**src/rtl/cafs_pkg.sv**
```systemverilog
package cafs_pkg;

	localparam int NUM_REGS = 32;
	localparam int SP_WIDTH = 16;

	// Flag bit positions
	localparam int FL_C = 0;
	localparam int FL_Z = 1;
	localparam int FL_N = 2;
	localparam int FL_V = 3;
	localparam int FL_S = 4;
	localparam int FL_H = 5;
	localparam int FL_T = 6;
	localparam int FL_I = 7;

	// Flag groups touched by operation classes
	localparam logic [7:0] MASK_ARITH = 8'h3f;
	localparam logic [7:0] MASK_LOGIC = 8'h1e;
	localparam logic [7:0] MASK_SHIFT = 8'h1f;
	localparam logic [7:0] MASK_INCDEC = 8'h1e;
	localparam logic [7:0] MASK_MUL = 8'h03;

	// Reset values
	localparam logic [7:0] FLAGS_RST = 8'h00;
	localparam logic [15:0] SP_RST = 16'h0000;

	// I/O space locations
	localparam logic [5:0] IO_SP_LOW = 6'h3d;
	localparam logic [5:0] IO_SP_HIGH = 6'h3e;
	localparam logic [5:0] IO_FLAGS = 6'h3f;

	// Data space: registers occupy addresses below this
	localparam logic [15:0] DS_REG_LIMIT = 16'h0020;

	// Register pairs: pointers and the wide product target
	localparam logic [3:0] PAIR_X = 4'hd;
	localparam logic [3:0] PAIR_Y = 4'he;
	localparam logic [3:0] PAIR_Z = 4'hf;
	localparam logic [3:0] PAIR_PROD = 4'h0;

	// Stack and pointer steps
	localparam logic [15:0] SP_STEP_BYTE = 16'h0001;
	localparam logic [15:0] SP_STEP_ADDR = 16'h0002;
	localparam logic [15:0] PTR_STEP = 16'h0001;

	typedef enum logic [4:0] {
		ALU_ADD, ALU_ADC, ALU_SUB, ALU_SBC, ALU_AND, ALU_OR, ALU_EOR,
		ALU_COM, ALU_NEG, ALU_INC, ALU_DEC, ALU_LSR, ALU_ROR, ALU_ASR,
		ALU_SWAP, ALU_MOV, ALU_MUL, ALU_BST, ALU_BLD, ALU_FSET, ALU_FCLR
	} alu_op_t;

	typedef enum logic [1:0] {
		PM_PLAIN, PM_POSTINC, PM_PREDEC, PM_DISP
	} ptr_mode_t;

	typedef enum logic [2:0] {
		SP_NONE, SP_PUSH1, SP_PUSH2, SP_POP1, SP_POP2
	} sp_op_t;

endpackage

```
**src/rtl/cafs_alu.sv**
```systemverilog
`timescale 1ns/100ps
module cafs_alu (
	// Operation
	input logic [4:0] i_op,
	input logic [2:0] i_bit,
	// Operands
	input logic [7:0] i_a,
	input logic [7:0] i_b,
	input logic [7:0] i_flags,
	// Result
	output logic [7:0] o_res,
	output logic [7:0] o_res_hi,
	output logic [7:0] o_flags,
	output logic [7:0] o_mask
);
	logic [8:0] sum;
	logic [15:0] prod;
	logic cin;
	logic is_sub;
	logic zero;

	always_comb begin
		is_sub = (i_op == cafs_pkg::ALU_SUB) | (i_op == cafs_pkg::ALU_SBC);
		cin = i_flags[cafs_pkg::FL_C] &
			((i_op == cafs_pkg::ALU_ADC) | (i_op == cafs_pkg::ALU_SBC));
		if (is_sub) begin
			sum = {1'b0, i_a} - {1'b0, i_b} - {8'h00, cin};
		end else begin
			sum = {1'b0, i_a} + {1'b0, i_b} + {8'h00, cin};
		end
		prod = i_a * i_b;
		o_res = i_a;
		o_res_hi = 8'h00;
		o_flags = i_flags;
		o_mask = 8'h00;
		case (i_op)
		cafs_pkg::ALU_ADD, cafs_pkg::ALU_ADC: begin
			o_res = sum[7:0];
			o_flags[cafs_pkg::FL_C] = sum[8];
			o_flags[cafs_pkg::FL_H] = (i_a[3] & i_b[3]) |
				(i_b[3] & ~sum[3]) | (~sum[3] & i_a[3]);
			o_flags[cafs_pkg::FL_V] = (i_a[7] & i_b[7] & ~sum[7]) |
				(~i_a[7] & ~i_b[7] & sum[7]);
			o_mask = cafs_pkg::MASK_ARITH;
		end
		cafs_pkg::ALU_SUB, cafs_pkg::ALU_SBC: begin
			o_res = sum[7:0];
			o_flags[cafs_pkg::FL_C] = sum[8];
			o_flags[cafs_pkg::FL_H] = (~i_a[3] & i_b[3]) |
				(i_b[3] & sum[3]) | (sum[3] & ~i_a[3]);
			o_flags[cafs_pkg::FL_V] = (i_a[7] & ~i_b[7] & ~sum[7]) |
				(~i_a[7] & i_b[7] & sum[7]);
			o_mask = cafs_pkg::MASK_ARITH;
		end
		cafs_pkg::ALU_AND, cafs_pkg::ALU_OR, cafs_pkg::ALU_EOR: begin
			if (i_op == cafs_pkg::ALU_AND) begin
				o_res = i_a & i_b;
			end else if (i_op == cafs_pkg::ALU_OR) begin
				o_res = i_a | i_b;
			end else begin
				o_res = i_a ^ i_b;
			end
			o_flags[cafs_pkg::FL_V] = 1'b0;
			o_mask = cafs_pkg::MASK_LOGIC;
		end
		cafs_pkg::ALU_COM: begin
			o_res = ~i_a;
			o_flags[cafs_pkg::FL_C] = 1'b1;
			o_flags[cafs_pkg::FL_V] = 1'b0;
			o_mask = cafs_pkg::MASK_SHIFT;
		end
		cafs_pkg::ALU_NEG: begin
			o_res = 8'h00 - i_a;
			o_flags[cafs_pkg::FL_C] = (o_res != 8'h00);
			o_flags[cafs_pkg::FL_V] = (o_res == 8'h80);
			o_flags[cafs_pkg::FL_H] = o_res[3] | i_a[3];
			o_mask = cafs_pkg::MASK_ARITH;
		end
		cafs_pkg::ALU_INC, cafs_pkg::ALU_DEC: begin
			if (i_op == cafs_pkg::ALU_INC) begin
				o_res = i_a + 8'h01;
				o_flags[cafs_pkg::FL_V] = (o_res == 8'h80);
			end else begin
				o_res = i_a - 8'h01;
				o_flags[cafs_pkg::FL_V] = (i_a == 8'h80);
			end
			o_mask = cafs_pkg::MASK_INCDEC;
		end
		cafs_pkg::ALU_LSR, cafs_pkg::ALU_ROR, cafs_pkg::ALU_ASR: begin
			if (i_op == cafs_pkg::ALU_LSR) begin
				o_res = {1'b0, i_a[7:1]};
			end else if (i_op == cafs_pkg::ALU_ROR) begin
				o_res = {i_flags[cafs_pkg::FL_C], i_a[7:1]};
			end else begin
				o_res = {i_a[7], i_a[7:1]};
			end
			o_flags[cafs_pkg::FL_C] = i_a[0];
			o_flags[cafs_pkg::FL_V] = o_res[7] ^ i_a[0];
			o_mask = cafs_pkg::MASK_SHIFT;
		end
		cafs_pkg::ALU_SWAP: o_res = {i_a[3:0], i_a[7:4]};
		cafs_pkg::ALU_MOV: o_res = i_b;
		cafs_pkg::ALU_MUL: begin
			o_res = prod[7:0];
			o_res_hi = prod[15:8];
			o_flags[cafs_pkg::FL_C] = prod[15];
			o_mask = cafs_pkg::MASK_MUL;
		end
		cafs_pkg::ALU_BLD: o_res[i_bit] = i_flags[cafs_pkg::FL_T];
		default: ;
		endcase
		zero = (o_res == 8'h00);
		o_flags[cafs_pkg::FL_N] = o_res[7];
		// Carry-chained subtract only keeps zero if all bytes were zero
		if (i_op == cafs_pkg::ALU_SBC) begin
			o_flags[cafs_pkg::FL_Z] = zero & i_flags[cafs_pkg::FL_Z];
		end else if (i_op == cafs_pkg::ALU_MUL) begin
			o_flags[cafs_pkg::FL_Z] = (prod == 16'h0000);
		end else begin
			o_flags[cafs_pkg::FL_Z] = zero;
		end
		o_flags[cafs_pkg::FL_S] = o_flags[cafs_pkg::FL_N] ^
			o_flags[cafs_pkg::FL_V];
		// Single-bit flag operations go last so nothing above overrides them
		case (i_op)
		cafs_pkg::ALU_BST: begin
			o_flags[cafs_pkg::FL_T] = i_a[i_bit];
			o_mask[cafs_pkg::FL_T] = 1'b1;
		end
		cafs_pkg::ALU_FSET: begin
			o_flags[i_bit] = 1'b1;
			o_mask[i_bit] = 1'b1;
		end
		cafs_pkg::ALU_FCLR: begin
			o_flags[i_bit] = 1'b0;
			o_mask[i_bit] = 1'b1;
		end
		default: ;
		endcase
	end

endmodule

```
**src/rtl/cafs_core.sv**
```systemverilog
`timescale 1ns/100ps
module cafs_core #(
	parameter int SP_W = cafs_pkg::SP_WIDTH
) (
	// Clock and reset
	input logic i_core_clk,
	input logic i_resetn,
	// ALU command from the decoder
	input logic i_alu_go,
	input logic [4:0] i_alu_op,
	input logic [4:0] i_rd_sel,
	input logic [4:0] i_rr_sel,
	input logic [7:0] i_imm,
	input logic i_use_imm,
	input logic [2:0] i_bit_sel,
	input logic i_wb_en,
	// Pair copy
	input logic i_movw_go,
	input logic [3:0] i_movw_dst,
	input logic [3:0] i_movw_src,
	// Pointer addressing
	input logic i_ptr_go,
	input logic [1:0] i_ptr_sel,
	input logic [1:0] i_ptr_mode,
	input logic [5:0] i_ptr_disp,
	// Data-space access to the registers
	input logic i_ds_re,
	input logic i_ds_we,
	input logic [15:0] i_ds_addr,
	input logic [7:0] i_ds_wdata,
	// I/O space access
	input logic i_io_re,
	input logic i_io_we,
	input logic [5:0] i_io_addr,
	input logic [7:0] i_io_wdata,
	// Stack and interrupt control
	input logic [2:0] i_sp_op,
	input logic i_irq_req,
	input logic i_return_from_irq_op,
	// Results
	output logic [7:0] o_alu_result,
	output logic [7:0] o_flags,
	output logic [SP_W-1:0] o_sp,
	output logic [15:0] o_ptr_addr,
	output logic o_ptr_valid,
	output logic o_ds_hit,
	output logic [7:0] o_ds_rdata,
	output logic [7:0] o_io_rdata,
	// Interrupt handshake
	output logic o_irq_enable,
	output logic o_irq_take
);
	typedef struct packed {
		logic [7:0] flags;
		logic [SP_W-1:0] sp;
		logic [7:0] result;
		logic [7:0] io_rdata;
		logic [7:0] ds_rdata;
		logic [15:0] ptr_addr;
		logic ptr_valid;
	} cafs_core_state_t;

	cafs_core_state_t st_q;
	cafs_core_state_t st_d;

	logic rst_meta_q;
	logic rst_sync_q;

	// Register file ports
	logic [4:0] ra_sel;
	logic [7:0] ra_data;
	logic [7:0] rb_data;
	logic [15:0] rw_data;
	logic [15:0] ptr_x;
	logic [15:0] ptr_y;
	logic [15:0] ptr_z;
	logic w8_en;
	logic [4:0] w8_sel;
	logic [7:0] w8_data;
	logic w16_en;
	logic [3:0] w16_pair;
	logic [15:0] w16_data;

	// ALU ports
	logic [7:0] alu_b;
	logic [7:0] alu_res;
	logic [7:0] alu_res_hi;
	logic [7:0] alu_flags;
	logic [7:0] alu_mask;
	logic alu_is_mul;
	logic cli_now;

	// Pointer path
	logic [15:0] ptr_base;
	logic [15:0] ptr_next;
	logic [15:0] ptr_eff;
	logic [3:0] ptr_pair;
	logic ptr_wb;

	logic ds_hit;
	logic [15:0] sp_wide;

	// Asynchronous assert, synchronous release of reset
	always_ff @(posedge i_core_clk or negedge i_resetn) begin
		if (!i_resetn) begin
			rst_meta_q <= 1'b0;
			rst_sync_q <= 1'b0;
		end else begin
			rst_meta_q <= 1'b1;
			rst_sync_q <= rst_meta_q;
		end
	end

	// Data-space reads share the first port while no ALU command runs
	assign ra_sel = i_alu_go ? i_rd_sel : i_ds_addr[4:0];
	assign alu_b = i_use_imm ? i_imm : rb_data;
	assign alu_is_mul = (i_alu_op == cafs_pkg::ALU_MUL);
	assign ds_hit = (i_ds_addr < cafs_pkg::DS_REG_LIMIT);

	cafs_regfile #(
		.NREG(cafs_pkg::NUM_REGS)
	) u_regfile (
		.i_clk(i_core_clk),
		.i_rst_n(rst_sync_q),
		.i_ra_sel(ra_sel),
		.o_ra(ra_data),
		.i_rb_sel(i_rr_sel),
		.o_rb(rb_data),
		.i_rw_pair(i_movw_src),
		.o_rw(rw_data),
		.o_ptr_x(ptr_x),
		.o_ptr_y(ptr_y),
		.o_ptr_z(ptr_z),
		.i_w8_en(w8_en),
		.i_w8_sel(w8_sel),
		.i_w8_data(w8_data),
		.i_w16_en(w16_en),
		.i_w16_pair(w16_pair),
		.i_w16_data(w16_data)
	);

	cafs_alu u_alu (
		.i_op(i_alu_op),
		.i_bit(i_bit_sel),
		.i_a(ra_data),
		.i_b(alu_b),
		.i_flags(st_q.flags),
		.o_res(alu_res),
		.o_res_hi(alu_res_hi),
		.o_flags(alu_flags),
		.o_mask(alu_mask)
	);

	// Pointer selection and address arithmetic
	always_comb begin
		case (i_ptr_sel)
		2'h0: begin
			ptr_base = ptr_x;
			ptr_pair = cafs_pkg::PAIR_X;
		end
		2'h1: begin
			ptr_base = ptr_y;
			ptr_pair = cafs_pkg::PAIR_Y;
		end
		default: begin
			ptr_base = ptr_z;
			ptr_pair = cafs_pkg::PAIR_Z;
		end
		endcase
		ptr_next = ptr_base;
		ptr_eff = ptr_base;
		ptr_wb = 1'b0;
		case (i_ptr_mode)
		cafs_pkg::PM_POSTINC: begin
			ptr_next = ptr_base + cafs_pkg::PTR_STEP;
			ptr_wb = 1'b1;
		end
		cafs_pkg::PM_PREDEC: begin
			ptr_next = ptr_base - cafs_pkg::PTR_STEP;
			ptr_eff = ptr_next;
			ptr_wb = 1'b1;
		end
		cafs_pkg::PM_DISP: ptr_eff = ptr_base + {10'h000, i_ptr_disp};
		default: ;
		endcase
	end

	// Write-back steering; commands are exclusive, priorities break ties
	always_comb begin
		w8_en = 1'b0;
		w8_sel = i_rd_sel;
		w8_data = alu_res;
		if (i_alu_go && i_wb_en && !alu_is_mul) begin
			w8_en = 1'b1;
		end else if (i_ds_we && ds_hit) begin
			w8_en = 1'b1;
			w8_sel = i_ds_addr[4:0];
			w8_data = i_ds_wdata;
		end
		w16_en = 1'b0;
		w16_pair = cafs_pkg::PAIR_PROD;
		w16_data = {alu_res_hi, alu_res};
		if (i_ptr_go && ptr_wb) begin
			w16_en = 1'b1;
			w16_pair = ptr_pair;
			w16_data = ptr_next;
		end else if (i_movw_go) begin
			w16_en = 1'b1;
			w16_pair = i_movw_dst;
			w16_data = rw_data;
		end else if (i_alu_go && i_wb_en && alu_is_mul) begin
			w16_en = 1'b1;
		end
	end

	// A clear of the gate in this very cycle already blocks the request
	assign cli_now = i_alu_go && (i_alu_op == cafs_pkg::ALU_FCLR) &&
		(i_bit_sel == 3'(cafs_pkg::FL_I));
	assign o_irq_take = i_irq_req && st_q.flags[cafs_pkg::FL_I] &&
		!cli_now;
	assign o_irq_enable = st_q.flags[cafs_pkg::FL_I];

	assign sp_wide = 16'(st_q.sp);

	always_comb begin
		logic [7:0] fl;
		logic [15:0] sp;
		fl = st_q.flags;
		sp = sp_wide;
		st_d = st_q;

		// Software writes through I/O; no automatic save on interrupts
		if (i_io_we) begin
			case (i_io_addr)
			cafs_pkg::IO_FLAGS: fl = i_io_wdata;
			cafs_pkg::IO_SP_LOW: sp[7:0] = i_io_wdata;
			cafs_pkg::IO_SP_HIGH: sp[15:8] = i_io_wdata;
			default: ;
			endcase
		end

		if (i_alu_go) begin
			fl = (fl & ~alu_mask) | (alu_flags & alu_mask);
			st_d.result = alu_res;
		end

		// Entry and return move the stack by a full return address
		if (o_irq_take) begin
			fl[cafs_pkg::FL_I] = 1'b0;
			sp = sp - cafs_pkg::SP_STEP_ADDR;
		end else if (i_return_from_irq_op) begin
			fl[cafs_pkg::FL_I] = 1'b1;
			sp = sp + cafs_pkg::SP_STEP_ADDR;
		end else begin
			case (i_sp_op)
			cafs_pkg::SP_PUSH1: sp = sp - cafs_pkg::SP_STEP_BYTE;
			cafs_pkg::SP_PUSH2: sp = sp - cafs_pkg::SP_STEP_ADDR;
			cafs_pkg::SP_POP1: sp = sp + cafs_pkg::SP_STEP_BYTE;
			cafs_pkg::SP_POP2: sp = sp + cafs_pkg::SP_STEP_ADDR;
			default: ;
			endcase
		end

		// Sign is derived, never stored independently
		fl[cafs_pkg::FL_S] = fl[cafs_pkg::FL_N] ^ fl[cafs_pkg::FL_V];
		st_d.flags = fl;
		st_d.sp = sp[SP_W-1:0];

		if (i_io_re) begin
			case (i_io_addr)
			cafs_pkg::IO_FLAGS: st_d.io_rdata = st_q.flags;
			cafs_pkg::IO_SP_LOW: st_d.io_rdata = sp_wide[7:0];
			cafs_pkg::IO_SP_HIGH: st_d.io_rdata = sp_wide[15:8];
			default: st_d.io_rdata = 8'h00;
			endcase
		end

		// Reads outside the register window return zero
		if (i_ds_re) begin
			st_d.ds_rdata = ds_hit ? ra_data : 8'h00;
		end

		st_d.ptr_valid = i_ptr_go;
		if (i_ptr_go) begin
			st_d.ptr_addr = ptr_eff;
		end
	end

	always_ff @(posedge i_core_clk or negedge rst_sync_q) begin
		if (!rst_sync_q) begin
			st_q.flags <= cafs_pkg::FLAGS_RST;
			st_q.sp <= cafs_pkg::SP_RST[SP_W-1:0];
			st_q.result <= 8'h00;
			st_q.io_rdata <= 8'h00;
			st_q.ds_rdata <= 8'h00;
			st_q.ptr_addr <= 16'h0000;
			st_q.ptr_valid <= 1'b0;
		end else begin
			st_q <= st_d;
		end
	end

	assign o_alu_result = st_q.result;
	assign o_flags = st_q.flags;
	assign o_sp = st_q.sp;
	assign o_ptr_addr = st_q.ptr_addr;
	assign o_ptr_valid = st_q.ptr_valid;
	assign o_ds_hit = ds_hit;
	assign o_ds_rdata = st_q.ds_rdata;
	assign o_io_rdata = st_q.io_rdata;

endmodule

```
**src/rtl/cafs_regfile.sv**
```systemverilog
`timescale 1ns/100ps
module cafs_regfile #(
	parameter int NREG = cafs_pkg::NUM_REGS
) (
	// Clock and reset
	input logic i_clk,
	input logic i_rst_n,
	// Byte read ports
	input logic [4:0] i_ra_sel,
	output logic [7:0] o_ra,
	input logic [4:0] i_rb_sel,
	output logic [7:0] o_rb,
	// Pair read port
	input logic [3:0] i_rw_pair,
	output logic [15:0] o_rw,
	// Pointer views
	output logic [15:0] o_ptr_x,
	output logic [15:0] o_ptr_y,
	output logic [15:0] o_ptr_z,
	// Byte write port
	input logic i_w8_en,
	input logic [4:0] i_w8_sel,
	input logic [7:0] i_w8_data,
	// Pair write port
	input logic i_w16_en,
	input logic [3:0] i_w16_pair,
	input logic [15:0] i_w16_data
);
	typedef struct packed {
		logic [NREG-1:0][7:0] regs;
	} cafs_rf_state_t;

	cafs_rf_state_t st_q;
	cafs_rf_state_t st_d;

	assign o_ra = st_q.regs[i_ra_sel];
	assign o_rb = st_q.regs[i_rb_sel];
	assign o_rw = {st_q.regs[{i_rw_pair, 1'b1}], st_q.regs[{i_rw_pair, 1'b0}]};
	// Upper pairs double as address pointers, low byte at even index
	assign o_ptr_x = {st_q.regs[{cafs_pkg::PAIR_X, 1'b1}],
		st_q.regs[{cafs_pkg::PAIR_X, 1'b0}]};
	assign o_ptr_y = {st_q.regs[{cafs_pkg::PAIR_Y, 1'b1}],
		st_q.regs[{cafs_pkg::PAIR_Y, 1'b0}]};
	assign o_ptr_z = {st_q.regs[{cafs_pkg::PAIR_Z, 1'b1}],
		st_q.regs[{cafs_pkg::PAIR_Z, 1'b0}]};

	always_comb begin
		st_d = st_q;
		if (i_w8_en) begin
			st_d.regs[i_w8_sel] = i_w8_data;
		end
		// Pair write last: it wins if both target the same byte
		if (i_w16_en) begin
			st_d.regs[{i_w16_pair, 1'b1}] = i_w16_data[15:8];
			st_d.regs[{i_w16_pair, 1'b0}] = i_w16_data[7:0];
		end
	end

	always_ff @(posedge i_clk or negedge i_rst_n) begin
		if (!i_rst_n) begin
			st_q <= '0;
		end else begin
			st_q <= st_d;
		end
	end

endmodule

```
**config.mk**
```make
export PLATFORM = sky130hd
export DESIGN_NAME = cafs_core
export DESIGN_NICKNAME = d
export VERILOG_FILES = /design/src/rtl/cafs_pkg.sv /design/src/rtl/cafs_alu.sv /design/src/rtl/cafs_core.sv /design/src/rtl/cafs_regfile.sv
export SDC_FILE = /design/constraint.sdc
export NUM_CORES = 2
export LEC_CHECK = 0
export BUFFER_PORTS_ARGS = -buffer_cell sky130_fd_sc_hd__buf_4
export CORE_ASPECT_RATIO = 2
export CORE_MARGIN = 1.5
export CORE_UTILIZATION = 57
export DETAILED_ROUTE_END_ITERATION = 10
export HOLD_SLACK_MARGIN = 0.06
export MAX_ROUTING_LAYER = met4
export PLACE_DENSITY = 0.8
export SLEW_MARGIN = 40
export SYNTH_ARGS = -nofsm -noshare
export SYNTH_HDL_FRONTEND = slang
export SYNTH_SLANG_ARGS = --single-unit
```
**constraint.sdc**
```tcl
create_clock -name i_core_clk -period 9.9 [get_ports i_core_clk]
set_input_delay 1.98 -clock i_core_clk [delete_from_list [all_inputs] [get_ports i_core_clk]]
set_output_delay 1.98 -clock i_core_clk [all_outputs]
set_load 0.05 [all_outputs]
```
==> results.md, run 1 <==
- At the end of routability-driven placement, the weighted congestion stood at 1.20.
- Sorting the synthesized cells by area gives the leading types as dfrtp_1 (26%), mux4_2 (13%), nor2_1 (5.3%).
- The count of pins on the block boundary is 166.
- The average cell area after synthesis is 8.65 µm².
- After detailed placement, the design holds a cell count of 4,292.
- dfrtp_1 takes more of the synthesized area than any other cell.
- After synthesis, flip-flops and latches occupy 26.5% of the total area.
- The maximum number of pins on one net before global-route repair is 138.
- The flow did not finish.
- The cell area after synthesis is 0.0306 mm².
- For this configuration, the core starts out at a cell density of 57.8%.
- The fraction of synthesis flops using an asynchronous set or reset pin is 100%.
- The number of synthesis warnings is 0.
- The CTS buffer count is 31.
- The number of different library cells used by synthesis comes to 106.
- The number of synthesized register bits is 323.
- In this run, synthesis inferred 0 flip-flops with an integrated enable.
- The share of Yosys cell area claimed by the top area cell type is 26.5%.
- The detailed placement HPWL is 120 mm.
- The stage at which the flow ended is global routing.
- Ranked by instance count, the synthesized netlist is headed by nor2_1 (429), nand2_1 (387), dfrtp_1 (323).
- The total overflow reported by the global router is 2.
- The commonest register cell after synthesis is dfrtp_1.
- The number of buffers on the longest clock path is 3.
- The tool reported: "[ERROR GRT-0116] Global routing finished with congestion. Check the congestion regions in the DRC Viewer".
- Counting every instance in the synthesized netlist gives 3,532.
- The first-pass GRT wire length is 247 mm.
- After clock tree synthesis, the flow added hold-fix buffers numbering 0.
- The total number of placement rows is 119.
- The worst slack after detailed placement is -24.2 ps.
- After clock tree synthesis, the repair step resized 0 gates.
- The leading cell type by number of instances after synthesis is nor2_1.
- The number of levels in the clock H-tree is 1.
- The via count of the first global-routing pass was 35,603.
- From left edge to right edge, the die measures 167 µm.
- The number of nets in the synthesized netlist is 3,770.
- The root buffer selected by CTS is clkbuf_16.
- Clock tree synthesis found a total of 323 sinks.
- Across every metal layer, demand over resource in global routing totals 65.0%.
- In this run the vertical extent of the chip is 330 µm.
- The number of setup buffers added after CTS is 0.
- The total of buffers placed on input and output ports is 165.
==> metrics by stage <==
step / area (µm²) / setup TNS (ps)
2_1_floorplan: 30600 / 0
3_3_place_gp: 33100 / 0
3_5_place_dp: 33200 / -24.2
4_1_cts: 34300 / 0
==> per-layer routing <==
metal,GRT usage [%],overflow
met5,-,-
met4,72.0,2
met2,92.2,0
met1,60.4,0
met3,32.2,0
==> cell families after synthesis <==
family                   share of synthesized area [%]
AND/OR/NAND/NOR                                   16.4
XOR/XNOR                                          2.83
other                                           0.0123
multiplexers                                      18.8
AO/OA/AOI/OAI                                     23.2
buffers and inverters                             5.50
adder cells (fa/ha/maj)                           6.80
flip-flops                                        26.5
==> run 2: changes to the inputs <==
--- a/config.mk
+++ b/config.mk
@@ -6,13 +6,10 @@
 export NUM_CORES = 2
 export LEC_CHECK = 0
 export BUFFER_PORTS_ARGS = -buffer_cell sky130_fd_sc_hd__buf_4
-export CORE_ASPECT_RATIO = 2
 export CORE_MARGIN = 1.5
-export CORE_UTILIZATION = 57
+export CORE_UTILIZATION = 40
 export DETAILED_ROUTE_END_ITERATION = 10
-export HOLD_SLACK_MARGIN = 0.06
-export MAX_ROUTING_LAYER = met4
-export PLACE_DENSITY = 0.8
+export PLACE_DENSITY_LB_ADDON = 0.15
 export SLEW_MARGIN = 40
 export SYNTH_ARGS = -nofsm -noshare
 export SYNTH_HDL_FRONTEND = slang
==> constraint.sdc (replaced) <==
create_clock -name i_core_clk -period 12.87 [get_ports i_core_clk]
set_input_delay 2.574 -clock i_core_clk [delete_from_list [all_inputs] [get_ports i_core_clk]]
set_output_delay 2.574 -clock i_core_clk [all_outputs]
set_load 0.05 [all_outputs]
==> results.md, run 2 <==
- The cell area after synthesis came to 0.0306 mm² (unchanged).
- The global router's overall resource usage is 36.9%.
- The multiplexer share of the synthesized area is 18.8% (unchanged).
- The largest register by flop count is u_regfile.st_q.
- The count of pins over their slew limit is 0.
- The area inside the core boundary is 0.0758 mm².
- The synthesized instance count is 3,532 (unchanged).
- The path category of the worst min-delay check is flip-flop to flip-flop.
- The number of hold buffers added after cts came to 0 (unchanged).
- The number of buffers on the longest clock path is 3 (unchanged).
- The leading cell type by number of instances after synthesis is nor2_1 (unchanged).
- The post-synthesis share of cell area spent on full adders, half adders and majority gates is 6.80% (unchanged).
- The starting density of the core came to 40.3% (was 57.8%).
- The last weighted congestion value of the routability-driven placer was 1.13 (was 1.20).
- The CTS clock-pin slew for the worst setup and hold paths is 60 ps.
- The worst supply voltage drop on vdd is 0.0961 mV.
- After detailed routing, the number of remaining DRC violations is 0.
- The fraction of the mapped netlist area in simple logic gates is 16.4% (unchanged).
- Among all stages on the critical path, the largest delay is contributed by mux2_4.
- The count of flip-flops with a built-in enable after synthesis is 0 (unchanged).
- Top cells by instance count after synthesis: nor2_1 (429), nand2_1 (387), dfrtp_1 (323) (unchanged).
- The critical hold path startpoint is rst_meta_q.
- Outcome: complete, no violations (was aborted with a tool error).
- The flip-flop count of the largest register, all copies and words added is 208.
- The total number of placement rows is 101 (was 119).
- The detailed-routing iteration count for the pre-antenna-repair pass is 7.
- The slew of the pin with the lowest slew margin is 1060 ps.
- The die height came to 279 µm (was 330 µm).
- The launch point of the worst reg-to-reg path is u_regfile.st_q[146].
- The number of antenna violations at the first check in global routing is 7.
- The most common library cell in the layout ignoring fill and taps is nor2_1.
- The number of failing setup endpoints in the final timing report is 0.
- The number of buffers and inverters on the critical path is 5.
- Top post-synthesis cells by area: dfrtp_1 (26%), mux4_2 (13%), nor2_1 (5.3%) (unchanged).
- The count of pins on the block boundary is 166 (unchanged).
- The clock tree from TritonCTS is built.
- The number of synthesis warnings is 0 (unchanged).
- Between clock sinks in the finished design, the worst skew comes to 46.6 ps.
- The fraction of synthesis flops using an asynchronous set or reset pin came to 100% (unchanged).
- The total overflow reported by the global router is 0.
- By startpoint and endpoint, the worst setup path is classified as input pin to flip-flop.
- For this block, the initial DRC count from the detailed router was 4,511.
- Entering global routing, the biggest net connects 92 pins.
- The TritonCTS sink count is 323 (unchanged).
- The top layer used by detailed routing is met5.
- Wires add up to 146 mm.
- Detailed routing placed a total of 62.2 mm of wire on met2.
- The depth of the most critical reg-to-reg path is 22.
- The standby leakage power is 14.1 nW.
- Setup repair after global routing left no endpoint under its margin.
- The clock insertion delay at the later pin of the skew report is 610 ps.
- The origin of the worst setup path is i_alu_go.
- After detailed routing, the wire length on met1 is 56.6 mm.
- The average cell area after synthesis is 8.65 µm² (unchanged).
- The worst setup path is captured at a flip-flop.
- The detailed placement HPWL is 107 mm (was 120 mm).
- The total of buffers placed on input and output ports is 165 (unchanged).
- The count of distinct cell types in the synthesized netlist came to 106 (unchanged).
- The number of gates resized after CTS is 0 (unchanged).
- The share of the cycle needed by the critical path after routing is 86.1%.
- The number of synthesized register bits is 323 (unchanged).
- The root buffer selected by CTS is clkbuf_16 (unchanged).
- The routed layout has 31,021 vias.
- The number of nets in the synthesized netlist was 3,770 (unchanged).
- The aggregate negative setup slack is 0 ps.
- The number of max-cap violations is 0.
- The area growth from synthesis to layout is 12.2%.
- The xor and xnor fraction of the mapped netlist area is 2.83% (unchanged).
- After detailed routing, the number of vias per cell comes to 6.79.
- Based on the critical path, the design can be clocked at up to 0.0902 GHz.
- Counting buffers and inverters, the worst setup path is 25 cells deep.
- The final-layout fill cell count is 7,440.
- The detail route stage leaves a number of antenna-violating nets equal to 0.
- The CTS buffer count was 41 (was 31).
- The proportion of layout cells with a drive suffix above 1 is 16.9%.
- STA classifies the critical path startpoint as an input pin.
- The clock period minus final worst setup slack is 11,090 ps.
- The number of setup buffers added after CTS is 0 (unchanged).
- The worst register-to-register path ends at o_flags[1].
- The end point of the critical path is o_flags[1].
- The die width is 279 µm (was 167 µm).
- Dividing the detail-routed wire length by the instance count gives 32.0 µm.
- The main combinational cell family by area after synthesis was compound AO/OA/AOI/OAI gates (unchanged).
- The worst pin sits at a relative slew slack of 29.4%.
- The most area-hungry cell type in the Yosys netlist is dfrtp_1 (unchanged).
- Among cell families on the critical path, the largest total delay comes from simple AND/OR/NAND/NOR gates.
- The commonest register cell after synthesis is dfrtp_1 (unchanged).
- The total power per unit cell area is 198 mW/mm².
- The largest stage delay on the critical path is 740 ps.
- The hold violation count in the final report is 0.
- The share of Yosys cell area claimed by the top area cell type was 26.5% (unchanged).
- The number of levels in the clock H-tree is 2 (was 1).
- The first-pass GRT wire length is 211 mm.
- The required time of the critical path is 13,360 ps.
- The via count of the first global-routing pass is 28,965.
- In the final design database the tool counted 3,795 nets.
- The top cell types in the final layout, fill and taps aside, are nor2_1 (415), nand2_1 (385), dfrtp_1 (322).
- The synthesized-area fraction occupied by ao, oa, aoi and oai cells came to 23.2% (unchanged).
- The data arrival time of the critical path is 11,580 ps.
- The finished layout holds 4,567 standard cells, fillers aside.
- The setup slack on the worst flop-to-flop path is 4500 ps.
- The total placed cells including tap cells was 4,492 (was 4,292).
- The part of the Yosys area used for sequential elements was 26.5% (unchanged).
- The die area is 0.0781 mm².
- In this run the worst path has a maximum fanout of 47.
- Summed over all nets, wire length on met3 after detailed routing comes to 18.3 mm.
## run 2: cell counts after synthesis
No cell type changed its count.
## run 2: worst min-delay path by stage
stage / end / slack, ps / cells past startpoint
5_1_grt: rst_sync_q / 370 / 0
3_5_place_dp: rst_sync_q / 340 / 0
3_3_place_gp: rst_sync_q / 330 / 0
4_1_cts: rst_sync_q / 350 / 0
6_report: rst_sync_q / 350 / 0
2_1_floorplan: rst_sync_q / 330 / 0
## run 2: layout make-up
type / count / area, µm² / area share [%]
Sequential cell: 323 / 8090 / 23.6
Multi-Input combinational cell: 2811 / 21100 / 61.4
Tap cell: 978 / 1220 / 3.57
Clock inverter: 15 / 220 / 0.642
Clock buffer: 59 / 1210 / 3.54
Timing Repair Buffer: 240 / 1950 / 5.68
Inverter: 140 / 526 / 1.53
Antenna cell: 1 / 2.50 / 0.00730
## run 2: cells by family after synthesis
family,after synthesis
xor gates and xnor gates,98
DFF,323
adders and majority gates,141
other,1
buffers and inverters,398
and+or+nand+nor,1127
muxes,340
AOI/OAI and AO/OA,1104
## run 2: power by group
part	leakage [nW]	switching, mW	total (mW)	internal, mW
registers	4.07	0.565	1.91	1.35
logic	9.29	2.21	3.61	1.40
clock network	0.704	0.509	1.25	0.741
## run 2: layer usage
layer / global-route usage, % / up-vias
li1: - / 13230
met1: 48.6 / 15223
met2: 54.6 / 2144
met3: 10.8 / 416
met4: 19.3 / 8
met5: 0 / -
## run 2: stage by stage
| step | area [µm²] | hold WS, ps | worst slack (ps) | util (%) | power (mW) |
|---|---|---|---|---|---|
| final | 34300 | 349 | 1780 | 45.2 | 6.77 |
| after global routing | 34300 | 366 | 1450 | 45.2 | 7.07 |
| after CTS | 34200 | 353 | 2020 | 45.2 | 6.65 |
| after detailed placement | 32800 | 339 | 1400 | 43.3 | 5.38 |
| after global placement | 32500 | 334 | 1440 | 42.8 | 5.34 |
| after floorplan | 30600 | 331 | 2780 | - | 4.05 |
No activity file was read; power rests on OpenSTA's default activity.
